==> config.mk <==
export PLATFORM = sky130hd
export DESIGN_NAME = eow_encoder_options
export DESIGN_NICKNAME = d
export VERILOG_FILES = /design/src/rtl/eow_pkg.sv /design/src/rtl/eow_encoder_options.sv
export SDC_FILE = /design/constraint.sdc
export NUM_CORES = 1
export LEC_CHECK = 0
export CELL_PAD_IN_SITES_DETAIL_PLACEMENT = 0
export CELL_PAD_IN_SITES_GLOBAL_PLACEMENT = 1
export CORE_MARGIN = 2
export CORE_UTILIZATION = 40
export CTS_BUF_LIST = sky130_fd_sc_hd__clkbuf_4 sky130_fd_sc_hd__clkbuf_8
export DETAILED_ROUTE_END_ITERATION = 8
export DONT_BUFFER_PORTS = 1
export GPL_TIMING_DRIVEN = 0
export PLACE_DENSITY_LB_ADDON = 0.3
export SYNTH_ARGS = -nofsm -noshare
export SYNTH_HDL_FRONTEND = slang
export SYNTH_SLANG_ARGS = --single-unit
==> constraint.sdc <==
create_clock -name sys_clk -period 11.8 [get_ports sys_clk]
set_input_delay 1.18 -clock sys_clk [delete_from_list [all_inputs] [get_ports sys_clk]]
set_output_delay 1.18 -clock sys_clk [all_outputs]
set_load 0.01 [all_outputs]
==> src/rtl/eow_pkg.sv <==
// option word layout, register map, limits and carrier of the encoder options block
package eow_pkg;

    typedef struct packed {
        logic       overflowFlag;
        logic       biphaseCodeSelect;
        logic       temporaryLearnEnable;
        logic       extendedIdentityEnable;
        logic       userBitB1;
        logic       userBitB0;
        logic       userBitA1;
        logic       userBitA0;
        logic       dualCounterSelect;
        logic       timeOutEnable;
        logic       delayModeEnable;
        logic       seedEnable;
        logic       notUsed;
        logic [1:0] pulseSelect;
        logic       longGuardEnable;
    } eow_option_t;

    typedef struct packed {
        logic [8:0] basePulseWidth;
        logic       longGuardEnable;
        logic       biphaseCodeSelect;
        logic       irMode;
        logic       useCounterB;
        logic       seedSend;
        logic       delayedTx;
    } eow_tx_ctrl_t;

    localparam logic [4:0]  ADDR_OPTION    = 5'h00;
    localparam logic [4:0]  ADDR_ID_LOW    = 5'h04;
    localparam logic [4:0]  ADDR_ID_HIGH   = 5'h08;
    localparam logic [4:0]  ADDR_COUNT_A   = 5'h0C;
    localparam logic [4:0]  ADDR_COUNT_B   = 5'h10;
    localparam logic [4:0]  ADDR_SEED0     = 5'h14;
    localparam logic [4:0]  ADDR_SEED1     = 5'h18;
    localparam logic [4:0]  ADDR_STATUS    = 5'h1C;
    localparam logic [15:0] RESET_WORD     = 16'h0000;
    localparam logic [8:0]  TE_SLOW        = 9'd400;
    localparam logic [8:0]  TE_MID         = 9'd200;
    localparam logic [8:0]  TE_FAST        = 9'd100;
    localparam logic [9:0]  DELAY_WORDS_LO = 10'd28;
    localparam logic [9:0]  DELAY_WORDS_HI = 10'd56;
    localparam logic [9:0]  TMO_WORDS_LO   = 10'd256;
    localparam logic [9:0]  TMO_WORDS_HI   = 10'd512;
    localparam logic [3:0]  SEED_NOW_CODE  = 4'h9;
    localparam logic [3:0]  SEED_LATE_CODE = 4'h3;
    localparam logic [3:0]  FIRST_B_CODE   = 4'h8;
    localparam logic [3:0]  FIRST_IR_CODE  = 4'hC;
    localparam logic [15:0] INIT_128       = 16'h0000;
    localparam logic [15:0] INIT_64        = 16'h0060;
    localparam logic [15:0] INIT_32        = 16'h0050;
    localparam logic [15:0] INIT_16        = 16'h0048;
    localparam logic [7:0]  HOPS_128       = 8'd128;
    localparam logic [7:0]  HOPS_64        = 8'd64;
    localparam logic [7:0]  HOPS_32        = 8'd32;
    localparam logic [7:0]  HOPS_16        = 8'd16;
    localparam int          CARRIER_HZ     = 40000;

endpackage : eow_pkg
==> src/rtl/eow_encoder_options.sv <==
// option word, identity words and the option-driven steering of the hopping encoder
//
// Operation
// - one 16-bit option word holds every encoder option field.
// - long guard bit set lengthens the guard between code words.
// - pulse select 00 gives 400, 01 and 10 give 200, 11 gives 100.
// - seed clear disables seed; counter B shares storage with seed word two.
// - seed set and seed code sends seed words plus upper identity bits.
// - seed only on code 1001 immediately or 0011 after delay.
// - delay mode marks delayed words by inverting discrimination low nibble.
// - delay begins after 28 words for selects 00/10, 56 for 01/11.
// - time-out stops sending, drives modulation low, indicator off.
// - time-out state left only after all buttons return low.
// - time-out limit is 256 words for 00/10, 512 for 01/11.
// - time-out clear means sending continues while a button is held.
// - dual counter clear uses counter A for all codes, advancing it except on a code 1001 seed send.
// - dual counter set: codes 1-7 use counter A, 8-15 counter B.
// - dual counter set and codes C-F give IR mode, 40 kHz carrier.
// - user bits are inserted into the discrimination value.
// - extended identity sends 32 bits, else top nibble is button code.
// - temporary learn locks seed after hops set by counter initial value.
// - identity number is two 16-bit words, low then high.
// - once locked, seed values cannot be sent, and read as zero except seed word two while dual counter is set.
// - biphase select one chooses Manchester, zero chooses pulse width coding.
// - overflow flag cleared on first counter wrap, never set again.
`timescale 1ns/1ps
module eow_encoder_options #(
    parameter int CLK_HZ = 20_000_000
) (
    input  wire logic          sys_clk,
    input  wire logic          rst,
    input  wire logic          hsel,
    input  wire logic [31:0]   haddr,
    input  wire logic [1:0]    htrans,
    input  wire logic          hwrite,
    input  wire logic [2:0]    hsize,
    input  wire logic [31:0]   hwdata,
    input  wire logic          hready,
    output logic               hreadyout,
    output logic [31:0]        hrdata,
    output logic               hresp,
    input  wire logic [3:0]    buttonPin,
    input  wire logic          wordDone,
    input  wire logic          dataIn,
    input  wire logic          ledIn,
    output logic               modOut,
    output logic               indicatorOn,
    output logic               txAllowed,
    output eow_pkg::eow_tx_ctrl_t txCtrl,
    output logic [11:0]        discValue,
    output logic [31:0]        fixedIdentity,
    output logic [15:0]        syncValue,
    output logic [47:0]        seedData
);
    localparam int CARRIER_HALF = CLK_HZ / (2 * eow_pkg::CARRIER_HZ);
    localparam int CW           = $clog2(CARRIER_HALF + 1);
    typedef enum logic [1:0] {
        ST_IDLE    = 2'b00,
        ST_ACTIVE  = 2'b01,
        ST_TIMEOUT = 2'b10
    } eow_state_t;
    function automatic logic mapped(input logic [31:0] a);
        mapped = (a[31:5] == 27'h0) && (a[1:0] == 2'b00);
    endfunction : mapped
    function automatic logic [7:0] hopsFor(input logic [15:0] v);
        case (v)
            eow_pkg::INIT_64: hopsFor = eow_pkg::HOPS_64;
            eow_pkg::INIT_32: hopsFor = eow_pkg::HOPS_32;
            eow_pkg::INIT_16: hopsFor = eow_pkg::HOPS_16;
            default:          hopsFor = eow_pkg::HOPS_128;
        endcase
    endfunction : hopsFor
    ////////////////////////////////////////////////////////////////////////
    // registers and session state
    eow_pkg::eow_option_t opt;
    logic [15:0]          idLow;
    logic [15:0]          idHigh;
    logic [15:0]          countA;
    logic [15:0]          countB;
    logic [15:0]          seed0;
    logic [15:0]          seed1;
    logic                 ovrSpent;
    logic                 locked;
    logic [7:0]           hopCount;
    logic [7:0]           lockLimit;
    logic [9:0]           wordCount;
    logic [3:0]           lastCode;
    logic [3:0]           btnMeta;
    logic [3:0]           btnSync;
    logic [CW-1:0]        carrierCnt;
    logic                 carrier;
    eow_state_t           state;
    eow_state_t           next_state;
    ////////////////////////////////////////////////////////////////////////
    // AHB-Lite slave: writes land in the data phase, reads take one wait
    logic        wrPend;
    logic        rdPend;
    logic        rdWait;
    logic [4:0]  wrAddr;
    logic [4:0]  rdAddr;
    logic        wrMapped;
    logic        rdMapped;
    wire         addrPhase = hsel && hready && htrans[1];
    wire         doWrite   = wrPend && wrMapped;
    wire         wrOption  = doWrite && (wrAddr == eow_pkg::ADDR_OPTION);
    wire         wrIdLow   = doWrite && (wrAddr == eow_pkg::ADDR_ID_LOW);
    wire         wrIdHigh  = doWrite && (wrAddr == eow_pkg::ADDR_ID_HIGH);
    wire         wrCountA  = doWrite && (wrAddr == eow_pkg::ADDR_COUNT_A);
    wire         wrCountB  = doWrite && (wrAddr == eow_pkg::ADDR_COUNT_B);
    wire         wrSeed0   = doWrite && (wrAddr == eow_pkg::ADDR_SEED0);
    wire         wrSeed1   = doWrite && (wrAddr == eow_pkg::ADDR_SEED1);
    wire [15:0]  wrWord    = hwdata[15:0];
    assign hreadyout = !(rdPend && rdWait);
    assign hresp     = 1'b0;
    always_ff @(posedge sys_clk or posedge rst)
    begin
        if (rst)
        begin
            wrPend   <= 1'b0;
            rdPend   <= 1'b0;
            rdWait   <= 1'b0;
            wrAddr   <= 5'h00;
            rdAddr   <= 5'h00;
            wrMapped <= 1'b0;
            rdMapped <= 1'b0;
        end
        else if (hreadyout)
        begin
            wrPend   <= addrPhase && hwrite;
            rdPend   <= addrPhase && !hwrite;
            rdWait   <= addrPhase && !hwrite;
            wrAddr   <= haddr[4:0];
            rdAddr   <= haddr[4:0];
            wrMapped <= mapped(haddr);
            rdMapped <= mapped(haddr);
        end
        else
            rdWait <= 1'b0;
    end

    // seed words read as zero once learning is locked, word two only while dual counter is clear
    wire [15:0] seedView0 = locked ? 16'h0000 : seed0;
    wire [15:0] seedView1 = locked ? 16'h0000 : seed1;
    wire [15:0] seedView2 = (locked && !opt.dualCounterSelect) ? 16'h0000 : countB;
    wire [15:0] statusWord;
    logic [15:0] readWord;
    always_comb
    begin
        readWord = 16'h0000;
        if (rdMapped)
        begin
            case (rdAddr)
                eow_pkg::ADDR_OPTION:  readWord = opt;
                eow_pkg::ADDR_ID_LOW:  readWord = idLow;
                eow_pkg::ADDR_ID_HIGH: readWord = idHigh;
                eow_pkg::ADDR_COUNT_A: readWord = countA;
                eow_pkg::ADDR_COUNT_B: readWord = seedView2;
                eow_pkg::ADDR_SEED0:   readWord = seedView0;
                eow_pkg::ADDR_SEED1:   readWord = seedView1;
                eow_pkg::ADDR_STATUS:  readWord = statusWord;
                default:               readWord = 16'h0000;
            endcase
        end
    end
    always_ff @(posedge sys_clk or posedge rst)
    begin
        if (rst)
            hrdata <= 32'h0000_0000;
        else if (rdPend && rdWait)
            hrdata <= {16'h0000, readWord};
    end
    ////////////////////////////////////////////////////////////////////////
    // button code and option decoding
    always_ff @(posedge sys_clk or posedge rst)
    begin
        if (rst)
        begin
            btnMeta <= 4'h0;
            btnSync <= 4'h0;
        end
        else
        begin
            btnMeta <= buttonPin;
            btnSync <= btnMeta;
        end
    end
    wire [3:0] code    = btnSync;
    wire       anyBtn  = (code != 4'h0);
    wire       selLow  = opt.pulseSelect[0];
    wire [8:0] tePick  = (opt.pulseSelect == 2'b00) ? eow_pkg::TE_SLOW :
                         (opt.pulseSelect == 2'b11) ? eow_pkg::TE_FAST :
                                                      eow_pkg::TE_MID;
    wire [9:0] delayAt = selLow ? eow_pkg::DELAY_WORDS_HI : eow_pkg::DELAY_WORDS_LO;
    wire [9:0] tmoAt   = selLow ? eow_pkg::TMO_WORDS_HI : eow_pkg::TMO_WORDS_LO;
    wire useB   = opt.dualCounterSelect && (code >= eow_pkg::FIRST_B_CODE);
    wire irMode = opt.dualCounterSelect && (code >= eow_pkg::FIRST_IR_CODE);
    wire delayActive = opt.delayModeEnable && (wordCount >= delayAt);
    wire seedCode    = (code == eow_pkg::SEED_NOW_CODE) ||
                       ((code == eow_pkg::SEED_LATE_CODE) && delayActive);
    wire seedSend    = opt.seedEnable && !locked && seedCode;
    wire seedAtStart = opt.seedEnable && !locked && (code == eow_pkg::SEED_NOW_CODE);
    wire tmoHit      = opt.timeOutEnable && (wordCount >= tmoAt);
    ////////////////////////////////////////////////////////////////////////
    // session sequencing: a new or changed code restarts the word count, except in time-out
    wire newCode      = anyBtn && (code != lastCode);
    wire sessionStart = newCode && (state != ST_TIMEOUT);
    always_comb
    begin
        next_state = state;
        case (state)
            ST_IDLE:
                if (anyBtn)
                    next_state = ST_ACTIVE;
            ST_ACTIVE:
                if (!anyBtn)
                    next_state = ST_IDLE;
                else if (tmoHit && !newCode)
                    next_state = ST_TIMEOUT;
            ST_TIMEOUT:
                if (!anyBtn)
                    next_state = ST_IDLE;
            default:
                next_state = ST_IDLE;
        endcase
    end
    always_ff @(posedge sys_clk or posedge rst)
    begin
        if (rst)
        begin
            state     <= ST_IDLE;
            lastCode  <= 4'h0;
            wordCount <= 10'h000;
        end
        else
        begin
            state    <= next_state;
            lastCode <= code;
            if (sessionStart || !anyBtn)
                wordCount <= 10'h000;
            else if (wordDone && (state == ST_ACTIVE) && (wordCount != 10'h3FF))
                wordCount <= wordCount + 10'h001;
        end
    end

    ////////////////////////////////////////////////////////////////////////
    // synchronisation counters, overflow flag and temporary learn lock
    // a seed word carries no counter, so it does not advance one
    wire hopStart = sessionStart && !seedAtStart;
    wire incA     = hopStart && !useB;
    wire incB     = hopStart && useB;
    wire wrapEvt  = (incA && (countA == 16'hFFFF)) ||
                    (incB && (countB == 16'hFFFF));
    wire lockHit  = opt.temporaryLearnEnable && hopStart &&
                    ((hopCount + 8'd1) >= lockLimit);
    always_ff @(posedge sys_clk or posedge rst)
    begin
        if (rst)
        begin
            countA <= eow_pkg::RESET_WORD;
            countB <= eow_pkg::RESET_WORD;
        end
        else
        begin
            if (wrCountA)
                countA <= wrWord;
            else if (incA)
                countA <= countA + 16'h0001;
            if (wrCountB)
                countB <= wrWord;
            else if (incB)
                countB <= countB + 16'h0001;
        end
    end

    always_ff @(posedge sys_clk or posedge rst)
    begin
        if (rst)
        begin
            hopCount  <= 8'h00;
            lockLimit <= eow_pkg::HOPS_128;
            locked    <= 1'b0;
        end
        else
        begin
            if (wrCountA || wrCountB)
            begin
                hopCount  <= 8'h00;
                lockLimit <= hopsFor(wrWord);
            end
            else if (hopStart && (hopCount != 8'hFF))
                hopCount <= hopCount + 8'h01;
            if (lockHit)
                locked <= 1'b1;
        end
    end

    ////////////////////////////////////////////////////////////////////////
    // option, identity and seed storage
    always_ff @(posedge sys_clk or posedge rst)
    begin
        if (rst)
        begin
            opt      <= eow_pkg::RESET_WORD;
            ovrSpent <= 1'b0;
            idLow    <= eow_pkg::RESET_WORD;
            idHigh   <= eow_pkg::RESET_WORD;
            seed0    <= eow_pkg::RESET_WORD;
            seed1    <= eow_pkg::RESET_WORD;
        end
        else
        begin
            if (wrOption)
            begin
                opt              <= wrWord;
                opt.overflowFlag <= wrWord[15] && !ovrSpent && !wrapEvt;
            end
            else if (wrapEvt)
                opt.overflowFlag <= 1'b0;
            if (wrapEvt)
                ovrSpent <= 1'b1;
            if (wrIdLow)
                idLow <= wrWord;
            if (wrIdHigh)
                idHigh <= wrWord;
            if (wrSeed0 && !locked)
                seed0 <= wrWord;
            if (wrSeed1 && !locked)
                seed1 <= wrWord;
        end
    end

    assign statusWord = {1'b0, locked, (state == ST_TIMEOUT), delayActive,
                         seedSend, irMode, useB, opt.biphaseCodeSelect, wordCount[9:2]};
    ////////////////////////////////////////////////////////////////////////
    // IR carrier derived from the system clock
    always_ff @(posedge sys_clk or posedge rst)
    begin
        if (rst)
        begin
            carrierCnt <= '0;
            carrier    <= 1'b0;
        end
        else if (carrierCnt == CW'(CARRIER_HALF - 1))
        begin
            carrierCnt <= '0;
            carrier    <= !carrier;
        end
        else
            carrierCnt <= carrierCnt + CW'(1);
    end

    ////////////////////////////////////////////////////////////////////////
    // values handed to the framer, all registered
    wire       inTimeout = (state == ST_TIMEOUT);
    wire [1:0] userPair  = useB ? {opt.userBitB1, opt.userBitB0}
                                : {opt.userBitA1, opt.userBitA0};
    wire       delayMark = delayActive && !seedSend;
    wire [7:0] discLow   = idLow[7:0] ^ {4'h0, {4{delayMark}}};
    wire [11:0] next_disc = {userPair, opt.overflowFlag, opt.dualCounterSelect, discLow};
    wire [31:0] next_fixed = opt.extendedIdentityEnable ? {idHigh, idLow}
                                                        : {code, idHigh[11:0], idLow};
    wire [47:0] next_seed  = seedSend ? {countB, seed1, seed0} : 48'h0;
    wire        next_mod   = !inTimeout && (irMode ? (dataIn && carrier) : dataIn);
    eow_pkg::eow_tx_ctrl_t next_txCtrl;
    assign next_txCtrl.basePulseWidth    = tePick;
    assign next_txCtrl.longGuardEnable   = opt.longGuardEnable;
    assign next_txCtrl.biphaseCodeSelect = opt.biphaseCodeSelect;
    assign next_txCtrl.irMode            = irMode;
    assign next_txCtrl.useCounterB       = useB;
    assign next_txCtrl.seedSend          = seedSend;
    assign next_txCtrl.delayedTx         = delayMark;
    always_ff @(posedge sys_clk or posedge rst)
    begin
        if (rst)
        begin
            txCtrl        <= '0;
            discValue     <= 12'h000;
            fixedIdentity <= 32'h0000_0000;
            syncValue     <= 16'h0000;
            seedData      <= 48'h0;
            modOut        <= 1'b0;
            indicatorOn   <= 1'b0;
            txAllowed     <= 1'b1;
        end
        else
        begin
            txCtrl        <= next_txCtrl;
            discValue     <= next_disc;
            fixedIdentity <= next_fixed;
            syncValue     <= useB ? countB : countA;
            seedData      <= next_seed;
            modOut        <= next_mod;
            indicatorOn   <= ledIn && !inTimeout;
            txAllowed     <= !inTimeout;
        end
    end

endmodule : eow_encoder_options

[After elaboration in Yosys (flattened, before gate mapping)]
Index checks and enable logic that the tools add are counted.
Word-level totals
  register bits after elaboration: 314
  input port bits: 81
  logic and storage cells: 193
  output and inout port bits: 160
Operators by class
  bitwise operators: 1
  reduce and logical (&&, ||, !) cells: 73
  add/sub/neg operators: 5
  muxes and demuxes: 32
  $lt $le $gt $ge: 5
  equal/unequal tests: 25
Operators with widths (number)
  2-to-1 mux 16 bit: 9
  one-hot mux 16 bit (8 select lines): 1
  == test 16 x 7 -> 1 bit, second input constant: 3
  2-to-1 mux 48 bit: 1
  logical AND 1 bit: 44
  adder 16 x 1 -> 16 bit, second input constant: 2
  == test 16 bit, second input constant: 2
  2-to-1 mux 32 bit: 1
  2-to-1 mux 8 bit: 4
  2-to-1 mux 10 bit: 3
  zero test 27 bit: 1
  one-hot mux 8 bit (3 select lines): 1
  == test 5 bit, second input constant: 4
  adder 8 x 1 -> 8 bit, second input constant: 2
  zero test 1 bit: 13
  adder 10 x 1 -> 10 bit, second input constant: 1
  == test 5 x 4 -> 1 bit, second input constant: 2
  >= comparator 10 bit: 1
  >= comparator 10 x 6 -> 1 bit: 1
  2-to-1 mux 2 bit: 5
  inequality test 10 bit, second input constant: 1
  nonzero test 2 bit: 5
  2-to-1 mux 9 bit: 1
  == test 8 bit, second input constant: 1
  other kinds (20): 32

[Longest topological paths before layout]
Gate-level depths: netlist of the first run.
  word-level depth: 11
  depth in mapped cells: 9
  gate-level depth less buffers: 8

[Worst setup path after synthesis of the first run]
Ideal clock, no wire load.
  path kind: input port to flip-flop
  start: in wordDone
  end: reg wordCount[9]
  data arrival time: 2.291 ns
  path buffers: 0
  data required time: 11.668 ns
  library setup time: 0.132 ns
  setup slack: 9.377 ns
  cell stages on the path: 6
  cells stage by stage: nand3b_1 > a41o_1 > nor4_1 > nand4_1 > xor2_1 > nor2_1
On the way
  cells in the longest elaborated chain, start to end: 3
Ends and longest elaborated chain
  start, declared: RTL line eow_encoder_options.sv:43  | input wire logic wordDone,
  logical AND 1 bit (2 in a row): RTL line eow_encoder_options.sv:240  | else if (wordDone && (state == ST_ACTIVE) && (wordCount != 10'h3FF))
  nonzero test 2 bit (no source line)
  end signal, assigned: RTL line eow_encoder_options.sv:241  | wordCount <= wordCount + 10'h001;
  end, declared: RTL line eow_encoder_options.sv:86  | logic [9:0] wordCount;
Every way passes these cells.
A chain may end at the register's enable or synchronous reset.

[Final worst setup path of the first run]
  start: reg rdPend
  end: out hreadyout
On the way
  cells in the longest elaborated chain, start to end: 2
Ends and longest elaborated chain
  start, declared: RTL line eow_encoder_options.sv:97  | logic rdPend;
  start signal, assigned: RTL line eow_encoder_options.sv:130  | rdPend <= addrPhase && !hwrite;
  logical AND 1 bit: RTL line eow_encoder_options.sv:113  | assign hreadyout = !(rdPend && rdWait);
  zero test 1 bit: RTL line eow_encoder_options.sv:113
  end, declared: RTL line eow_encoder_options.sv:39  | output logic hreadyout,
Every way passes these cells.

==> impl_metrics.toml, run 1 <==
[critical_path]
critPathMaxStageDelay_ns = 0.52
critPathMaxFanout = 10
worstReg2RegEnd = "seedData[31]"
critPathSlowestCell = "clkbuf_1"
endpoint_kind = "output port"
cp.arrival_ns = 2.17
cpMostUsedCell = "clkbuf_1"
critPathKind = "reg2out"
r2r-start = "opt[1]"
critPathLaunchType = "flop"
ff2ff_path_depth = 8
reg2reg_slack_ns = 8.94
path_cells = "and2_1 > clkbuf_1 > inv_1 > clkbuf_1"
required_ns = 10.62

[floorplanning]
row_count = 65
core_um2 = 31500
die_area_um2 = 33400
ioPinCount = 241
die_h_um = 183
start_util_pct = 40.6
dieWidth_um = 183

[placed_design]
gp_congestion = 0.857
dpl_worst_slack_ns = 9.01
numPortBuffers = 0
hpwl_um = 25700

[sta]
grt_setup_unrepaired = "false"
setup_viol = 0
clock_skew_ns = 0.0282
max_freq_mhz = 298
finalHoldViolCount = 0
drv_slew = 0
hold_slack_ns = 0.346
slew_headroom_pct = 36.6
worst_pin_slew_ns = 0.949
fin_crit_ns = 3.35
setup_ws_ns = 8.45
min_period_over_period_pct = 28.4
setup_tns_ns = 0

[cts]
clk_pin_slew_ns = 0.06
htree_levels = 2
cts_max_path_buffers = 3
clock_latency_ns = 0.60
postCtsSetupRepairBufs = 0
numCtsBuffers = 50
cts-root-buf = "clkbuf_8"
hold_buffers = 0
cts_tree = "yes"
cts_resized = 0
clock_sinks = 302

[cells_and_area]
final_nets = 1259
synthToLayoutAreaGrowth_pct = 13.7
multi_input_area_um2 = 4740
final_cell_mix = "dfrtp_1, nand2_1, mux2_2, nor2_1, clkbuf_8"
num_antenna_cells = 0
fin_util_pct = 46.1
regArea_um2 = 7560
final_common_cell = "dfrtp_1"
layout-drive-gt1-share_pct = 20.1
fillers = 2914

[global_route]
grt_pass1_vias = 8753
grt_max_degree = 119
grt_usage_pct = 21.7
antenna_found_initial = 0
overflow = 0
grt_pass1_wl_um = 54200

[yosys]
yosys.cell_types.count = 62
syn_area_um2 = 12800
syn_inst = 1087
async_flop_share_pct = 100
yosysTopAreaCell = "dfrtp_1"
syn_area_per_cell_um2 = 11.7
yosysWarnings = 0
synth-seq-cells = 302
synth_enable_flop_cells = 0
yosys-top-cells-area = "dfrtp_1, mux2_2, nand2_1"
synth_top_area_share_pct = 58.8
synth-main-ff-cell = "dfrtp_1"
seq_area_frac_synth_pct = 59.2

[drt]
vias = 8784
drc_errors = 0
dr.pass1.iters = 7
finalWirelength_um = 36100
viasPerCell = 5.49
drt.antenna.violating_nets = 0
wire_per_inst_um = 22.6
drtIter0Drc = 829

[pwr]
p_leak_nw = 6.71
combPwrFrac_pct = 10.2
power_density_nw_per_um2 = 171
switching_share_pct = 27.2
ir_worst_vdd_v = 0.0000866
seqPwrFrac_pct = 49.1
p_sw_w = 0.000678
pwr-share-clk_pct = 40.7
internal_power_w = 0.00181

[hold_path]
worstHoldPathCells = 0
hold_class = "reg2reg"
min_to = "btnSync[3]"
min-delay-start = "btnMeta[3]"

[status]
status = "finished clean"

[flow_run]
maxCapViolCount = 0
==> state kept, by name (all words and copies together), names as in the netlist, 4 cells and up <==
name and count:
lockLimit 4, seed0 16, discValue 8, txCtrl 11, countA 16, wordCount 10, btnSync 4, idHigh 16
syncValue 16, seedData 48, lastCode 4, rdAddr 5, carrierCnt 8, fixedIdentity 32, hrdata 16, hopCount 8
seed1 16, idLow 16, countB 16, opt 12, btnMeta 4
==> per-stage QoR <==
step	cells	cell area (um2)	total power, W
CTS	1600	14500	0.00251
global route	1600	14500	0.00260
finish	1600	14500	0.00249
floorplan	1105	12800	0.00141
detailed placement	1509	13400	0.00149
global placement	1507	13300	0.00148
==> layout make-up <==
type / instances / area share, %
flip-flops and latches: 302 / 52.1
repair buffers: 2 / 0.379
multi-input cells: 701 / 32.6
clock inverters: 14 / 1.02
clock buffers: 77 / 6.69
well taps: 402 / 3.46
inverters: 26 / 0.724
plain buffers: 76 / 3.04
==> critical path: cells and delay by family, from the launching register on <==
family | cells | cell delay, ns
and+or+nand+nor | 1 | 0.16
DFF | 1 | 0.36
buffers and inverters | 3 | 1.06
==> cells by family (layout without fill, tap and decap cells) <==
| group | count (synthesis) | count (layout) | share of synthesized area [%] |
|---|---|---|---|
| adders and majority gates | 19 | 19 | 1.86 |
| muxes | 84 | 84 | 7.36 |
| xor gates and xnor gates | 62 | 62 | 4.25 |
| other | 1 | 19 | 0.0294 |
| buffers and inverters | 102 | 195 | 4.22 |
| and+or+nand+nor | 363 | 363 | 14.6 |
| DFF | 302 | 302 | 59.2 |
| AOI/OAI and AO/OA | 154 | 154 | 8.48 |
==> power groups by stage <==
stage / Sequential [W] / Combinational [W] / Clock, W
3_5_place_dp: 0.00124 / 0.000252 / 0
2_1_floorplan: 0.00121 / 0.000200 / 0
3_3_place_gp: 0.00124 / 0.000245 / 0
6_report: 0.00122 / 0.000253 / 0.00101
4_1_cts: 0.00122 / 0.000254 / 0.00104
5_1_grt: 0.00123 / 0.000285 / 0.00108
==> cell usage after synthesis, types with 15 or more instances <==
master / instances
a21oi_1: 39
a222oi_1: 29
a22oi_1: 15
a31oi_1: 16
and2_1: 56
buf_4: 29
clkbuf_1: 27
dfrtp_1: 300
ha_1: 19
inv_1: 25
mux2_2: 79
nand2_1: 111
nand3_1: 22
nand4_1: 16
nor2_1: 72
nor3_1: 15
nor4_1: 20
o21ai_0: 25
xnor2_1: 38
xor2_1: 24
==> metal layers <==
layer,vias to the layer above,global-route usage [%],share of wire (%)
met3,71,5.11,7.1
met1,4434,28.5,42
met5,-,0,0
li1,3912,-,-
met4,0,8.26,3.1
met2,367,34.9,48
==> worst max-delay path by stage <==
stage | from | slack [ns] | cells after the start | endpoint
5_1_grt | rdPend | 8.32 | 4 | hreadyout
6_report | rdPend | 8.45 | 4 | hreadyout
2_1_floorplan | rst | 2.28 | 1 | btnMeta[0]
3_3_place_gp | rst | -0.96 | 1 | seedData[27]
4_1_cts | rdPend | 8.35 | 4 | hreadyout
3_5_place_dp | rdPend | 9.01 | 4 | hreadyout
Note: power is estimated with default switching activity, not from simulation.
==> inputs of run 2 (changes only) <==
Clock period 11.8 ns to 2.8 ns, I/O delays scaled along.
==> impl_metrics.toml, run 2 (same netlist as run 1, synthesis figures left out) <==
[status]
status = "finished clean"

[critical_path]
critPathSlowestCell = "clkbuf_1"
r2r-start = "rdAddr[0]"
endpoint_kind = "flop"
critPathMaxStageDelay_ns = 0.66
required_ns = 3.32
critPathMaxFanout = 10
critPathKind = "reg2reg"
critPathLaunchType = "flop"
cp.arrival_ns = 3.22
path_cells = "or3_1 > buf_2 > nor2_2 > clkbuf_1 > a22oi_1 > a31oi_1 > a21o_1"
reg2reg_slack_ns = 0.10
worstReg2RegEnd = "hrdata[14]"
ff2ff_path_depth = 7

[floorplanning]
start_util_pct = 40.6
die_h_um = 183
core_um2 = 31500
ioPinCount = 241
die_area_um2 = 33400
dieWidth_um = 183
row_count = 65

[cts]
clock_sinks = 302
cts_tree = "yes"
htree_levels = 2
clock_latency_ns = 0.60
cts_max_path_buffers = 3
postCtsSetupRepairBufs = 0
clk_pin_slew_ns = 0.06
cts-root-buf = "clkbuf_8"
numCtsBuffers = 50

[cells_and_area]
largest_reg_flops = 48
synthToLayoutAreaGrowth_pct = 17.7
layout-drive-gt1-share_pct = 20.2
largest_register = "seedData"
final_common_cell = "dfrtp_1"
final_cell_mix = "dfrtp_1, nand2_1, mux2_2, nor2_1, clkbuf_8"
reg_top3 = "seedData: 48 flops, fixedIdentity: 32 flops"
final_nets = 1302
fillers = 2901

[sta]
hold_slack_ns = 0.0660
slew_headroom_pct = 38.5
fin_crit_ns = 2.70
clock_skew_ns = 0.0370
finalHoldViolCount = 0
drv_slew = 0
grt_setup_unrepaired = "false"
worst_pin_slew_ns = 0.920
setup_viol = 0
min_period_over_period_pct = 96.3
max_freq_mhz = 371

[pwr]
power_density_nw_per_um2 = 706
p_leak_nw = 6.93
ir_worst_vdd_v = 0.000324
power.total_w = 0.0106

[drt]
drt.antenna.violating_nets = 0
drc_errors = 0
finalWirelength_um = 37500
viasPerCell = 5.45
drtIter0Drc = 729
dr.pass1.iters = 8
vias = 8975
wire_per_inst_um = 22.8

[global_route]
grt_pass1_vias = 9153
grt_max_degree = 44
grt_pass1_wl_um = 57100
overflow = 0
antenna_found_initial = 5
grt_usage_pct = 22.9

[hold_path]
min_to = "idLow[3]"
min-delay-start = "hwdata[3]"
worstHoldPathCells = 2
hold_class = "in2reg"

[flow_run]
maxCapViolCount = 0

[placed_design]
gp_congestion = 0.862
numPortBuffers = 0
hpwl_um = 26300
## run 2: cell types whose count changed in the layout (fill, tap and decap cells not counted), sizes merged
cell         before  now
buf              51   57
dlygate4sd3       0   37
inv              25   26
clkbuf          104  103
clkinvlp          1    3
diode             0    5
clkinv           11    9
## run 2: worst max path at each step
stage               from            to  slack, ns  cells past startpoint
2_1_floorplan        rst    btnMeta[0]      -1.49                      1
4_1_cts           opt[1]  seedData[31]       0.07                      8
3_5_place_dp      opt[1]  seedData[31]       0.09                      8
3_3_place_gp         rst      rdMapped      -3.12                      1
5_1_grt           opt[1]    hrdata[11]       0.01                      9
6_report       rdAddr[0]    hrdata[14]       0.10                      7
## run 2: timing repair
action / in CTS / in global routing
setup endpoints to repair: 0 / 29
hold buffers: 37 / 0
endpoints found under the hold margin: 141 / 0
gates resized for setup: 0 / 8
## run 2: critical path: cells and delay by family, from the launching register on
kind | cells | cell delay (ns)
simple gates | 2 | 0.75
compound gates | 3 | 0.64
buf+inv | 2 | 0.83
flops | 1 | 0.42
## run 2: power breakdown
part / total (W) / switching [W] / leakage [nW] / internal [W]
Sequential: 0.00516 / 0.000458 / 3.83 / 0.00470
Clock: 0.00431 / 0.00183 / 0.596 / 0.00249
Combinational: 0.00114 / 0.000651 / 2.50 / 0.000493
Total: 0.0106 / 0.00294 / 6.93 / 0.00768
## run 2: metal layers
| layer | wire length (um) | vias up | part of all wire, % | global-route usage [%] |
|---|---|---|---|---|
| li1 | - | 4015 | - | - |
| met1 | 16000 | 4506 | 43 | 30.3 |
| met2 | 17500 | 374 | 47 | 36.4 |
| met3 | 2830 | 80 | 7.5 | 5.57 |
| met4 | 1230 | 0 | 3.3 | 8.61 |
| met5 | 0 | - | 0 | 0 |
## run 2: area by class of cell
class	instances	area [um2]	area share (%)
plain buffers	76	447	2.97
clock inverters	15	163	1.08
diodes	5	12.5	0.0833
clock buffers	76	965	6.42
repair buffers	45	538	3.58
flip-flops and latches	302	7560	50.3
multi-input cells	701	4740	31.5
inverters	26	101	0.674
well taps	402	503	3.35
## run 2: stage by stage
stage | instances | cell area (um2) | setup TNS, ns | util (%) | worst slack, ns
after floorplan | 1105 | 12800 | -448.85 | - | -1.49
final | 1648 | 15000 | 0 | 47.7 | 0.102
after detailed placement | 1515 | 13500 | 0 | 42.9 | 0.0907
after global routing | 1648 | 15000 | 0 | 47.7 | 0.0122
after CTS | 1643 | 15000 | 0 | 47.7 | 0.0655
after global placement | 1507 | 13300 | -927.49 | 42.4 | -3.12
==> inputs of run 3 (changes only) <==
Settings changed: PLACE_DENSITY_LB_ADDON 0.3 to 0.25.
==> impl_metrics.toml, run 3 (same netlist as run 1, synthesis figures left out) <==
[status]
status = "finished with violations"
violations = "design-rule violations"

[flow_run]
maxCapViolCount = 0

[global_route]
overflow = 0
grtUsageMet1_pct = 31.1
grt_usage_pct = 22.8
grt_pass1_wl_um = 57100
grt-busiest-layer = "met2"
use_met2_pct = 36.1
grt_use_met3_pct = 5.09
antenna_found_initial = 2
grt_max_degree = 43
grt_pass1_vias = 8814

[cells_and_area]
final_common_cell = "dfrtp_1"
fin_cells = 1643
layout-drive-gt1-share_pct = 19.9
synthToLayoutAreaGrowth_pct = 17.7
final_cell_mix = "dfrtp_1, nand2_1, mux2_2, nor2_1, clkbuf_8"
largest_register = "seedData"
reg_top3 = "seedData: 48 flops, fixedIdentity: 32 flops"
largest_reg_flops = 48
final_nets = 1302

[drt]
drc_errors = 7
wire_per_inst_um = 23.0
vias = 8909
dr.pass1.iters = 9
viasPerCell = 5.42
drtIter0Drc = 841
drt.antenna.violating_nets = 0
finalWirelength_um = 37700

[sta]
min_period_over_period_pct = 93.5
finalHoldViolCount = 0
fin_crit_ns = 2.62
drv_slew = 0
slew_headroom_pct = 36.7
max_freq_mhz = 382
clock_skew_ns = 0.0314
setup_viol = 0
worst_pin_slew_ns = 0.946
grt_setup_unrepaired = "false"

[cts]
htree_levels = 2
cts_max_path_buffers = 3
numCtsBuffers = 51
clock_sinks = 302
clk_pin_slew_ns = 0.06
cts-root-buf = "clkbuf_8"
cts_tree = "yes"
clock_latency_ns = 0.59
postCtsSetupRepairBufs = 0

[pwr]
internal_power_w = 0.00785
combPwrFrac_pct = 10.7
power.total_w = 0.0107
ir_worst_vdd_v = 0.000277
switching_share_pct = 26.8
pwr-share-clk_pct = 41.2
power_density_nw_per_um2 = 713
p_leak_nw = 6.93
p_sw_w = 0.00287
seqPwrFrac_pct = 48.1

[floorplanning]
die_h_um = 183
row_count = 65
die_area_um2 = 33400
dieWidth_um = 183
start_util_pct = 40.6
core_um2 = 31500
ioPinCount = 241

[critical_path]
critPathLaunchType = "flop"
cp.arrival_ns = 3.11
path_cells = "or3_1 > buf_2 > nor2_2 > clkbuf_1 > a22oi_1 > a31oi_1 > a21o_1"
crit_family = "buffers and inverters"
path_buf_inv = 2
critPathMaxStageDelay_ns = 0.64
endpoint_kind = "flop"
critPathKind = "reg2reg"
critPathSlowestCell = "clkbuf_1"
required_ns = 3.30
critPathMaxFanout = 10

[placed_design]
post-place-cells = 1514
hpwl_um = 26400
gp_congestion = 0.835
numPortBuffers = 0

[hold_path]
hold_class = "in2reg"
==> run 3: cell type report <==
type | instances | area (um2)
multi-input cells | 701 | 4740
flip-flops and latches | 302 | 7560
well taps | 402 | 503
clock buffers | 79 | 1010
repair buffers | 44 | 510
plain buffers | 76 | 444
fillers | 2892 | 16400
diodes | 2 | 5.00
inverters | 26 | 101
clock inverters | 11 | 155
==> run 3: power by group through the flow <==
stage                     Combinational [W]  Sequential, W  Clock, W
after floorplan                    0.000843        0.00509         0
after global placement              0.00103        0.00523         0
after detailed placement            0.00108        0.00523         0
after CTS                           0.00115        0.00515   0.00451
after global routing                0.00129        0.00521   0.00473
final                               0.00114        0.00516   0.00442
==> run 3: routing by layer <==
layer	routed length, um	up-vias
li1	-	4002
met2	17600	363
met4	940	0
met3	2840	63
met5	0	-
met1	16300	4481
==> run 3: timing repair <==
item                                    in CTS  in global routing
gates resized for setup                      0                  4
endpoints found under the setup margin       0                  2
endpoints found under the hold margin      145                  0
hold buffers                                37                  0
==> run 3: metrics by stage <==
stage	instance area [um2]	hold WS, ns	setup WS, ns	util, %	TNS (ns)
after floorplan	12800	0.311	-1.49	-	-448.85
after global placement	13300	0.311	-3.16	42.4	-938.67
after detailed placement	13500	0.311	0.221	42.8	0
after CTS	15000	0.0140	0.198	47.7	0
after global routing	15000	0.0304	0.00160	47.7	0
final	15000	0.0469	0.181	47.8	0
==> run 3: worst paths after layout <==
check                         endpoint  slack, ns  cells after the start  startpoint
setup reg to reg            hrdata[14]       0.18                      7   rdAddr[0]
max in group asynchronous  seedData[9]       0.74                      7         rst
min in group asynchronous    countB[6]       0.32                      2         rst
hold reg to reg             btnSync[1]       0.35                      0  btnMeta[1]
setup / recovery            hrdata[14]       0.18                      7   rdAddr[0]
hold / removal                seed0[3]       0.05                      2   hwdata[3]
==> run 3: worst register-to-register path, delay by kind of cell (launching register included) <==
kind | cells | cell delay [ns]
buf+inv | 2 | 0.81
simple gates | 2 | 0.73
compound gates | 3 | 0.59
flops | 1 | 0.42
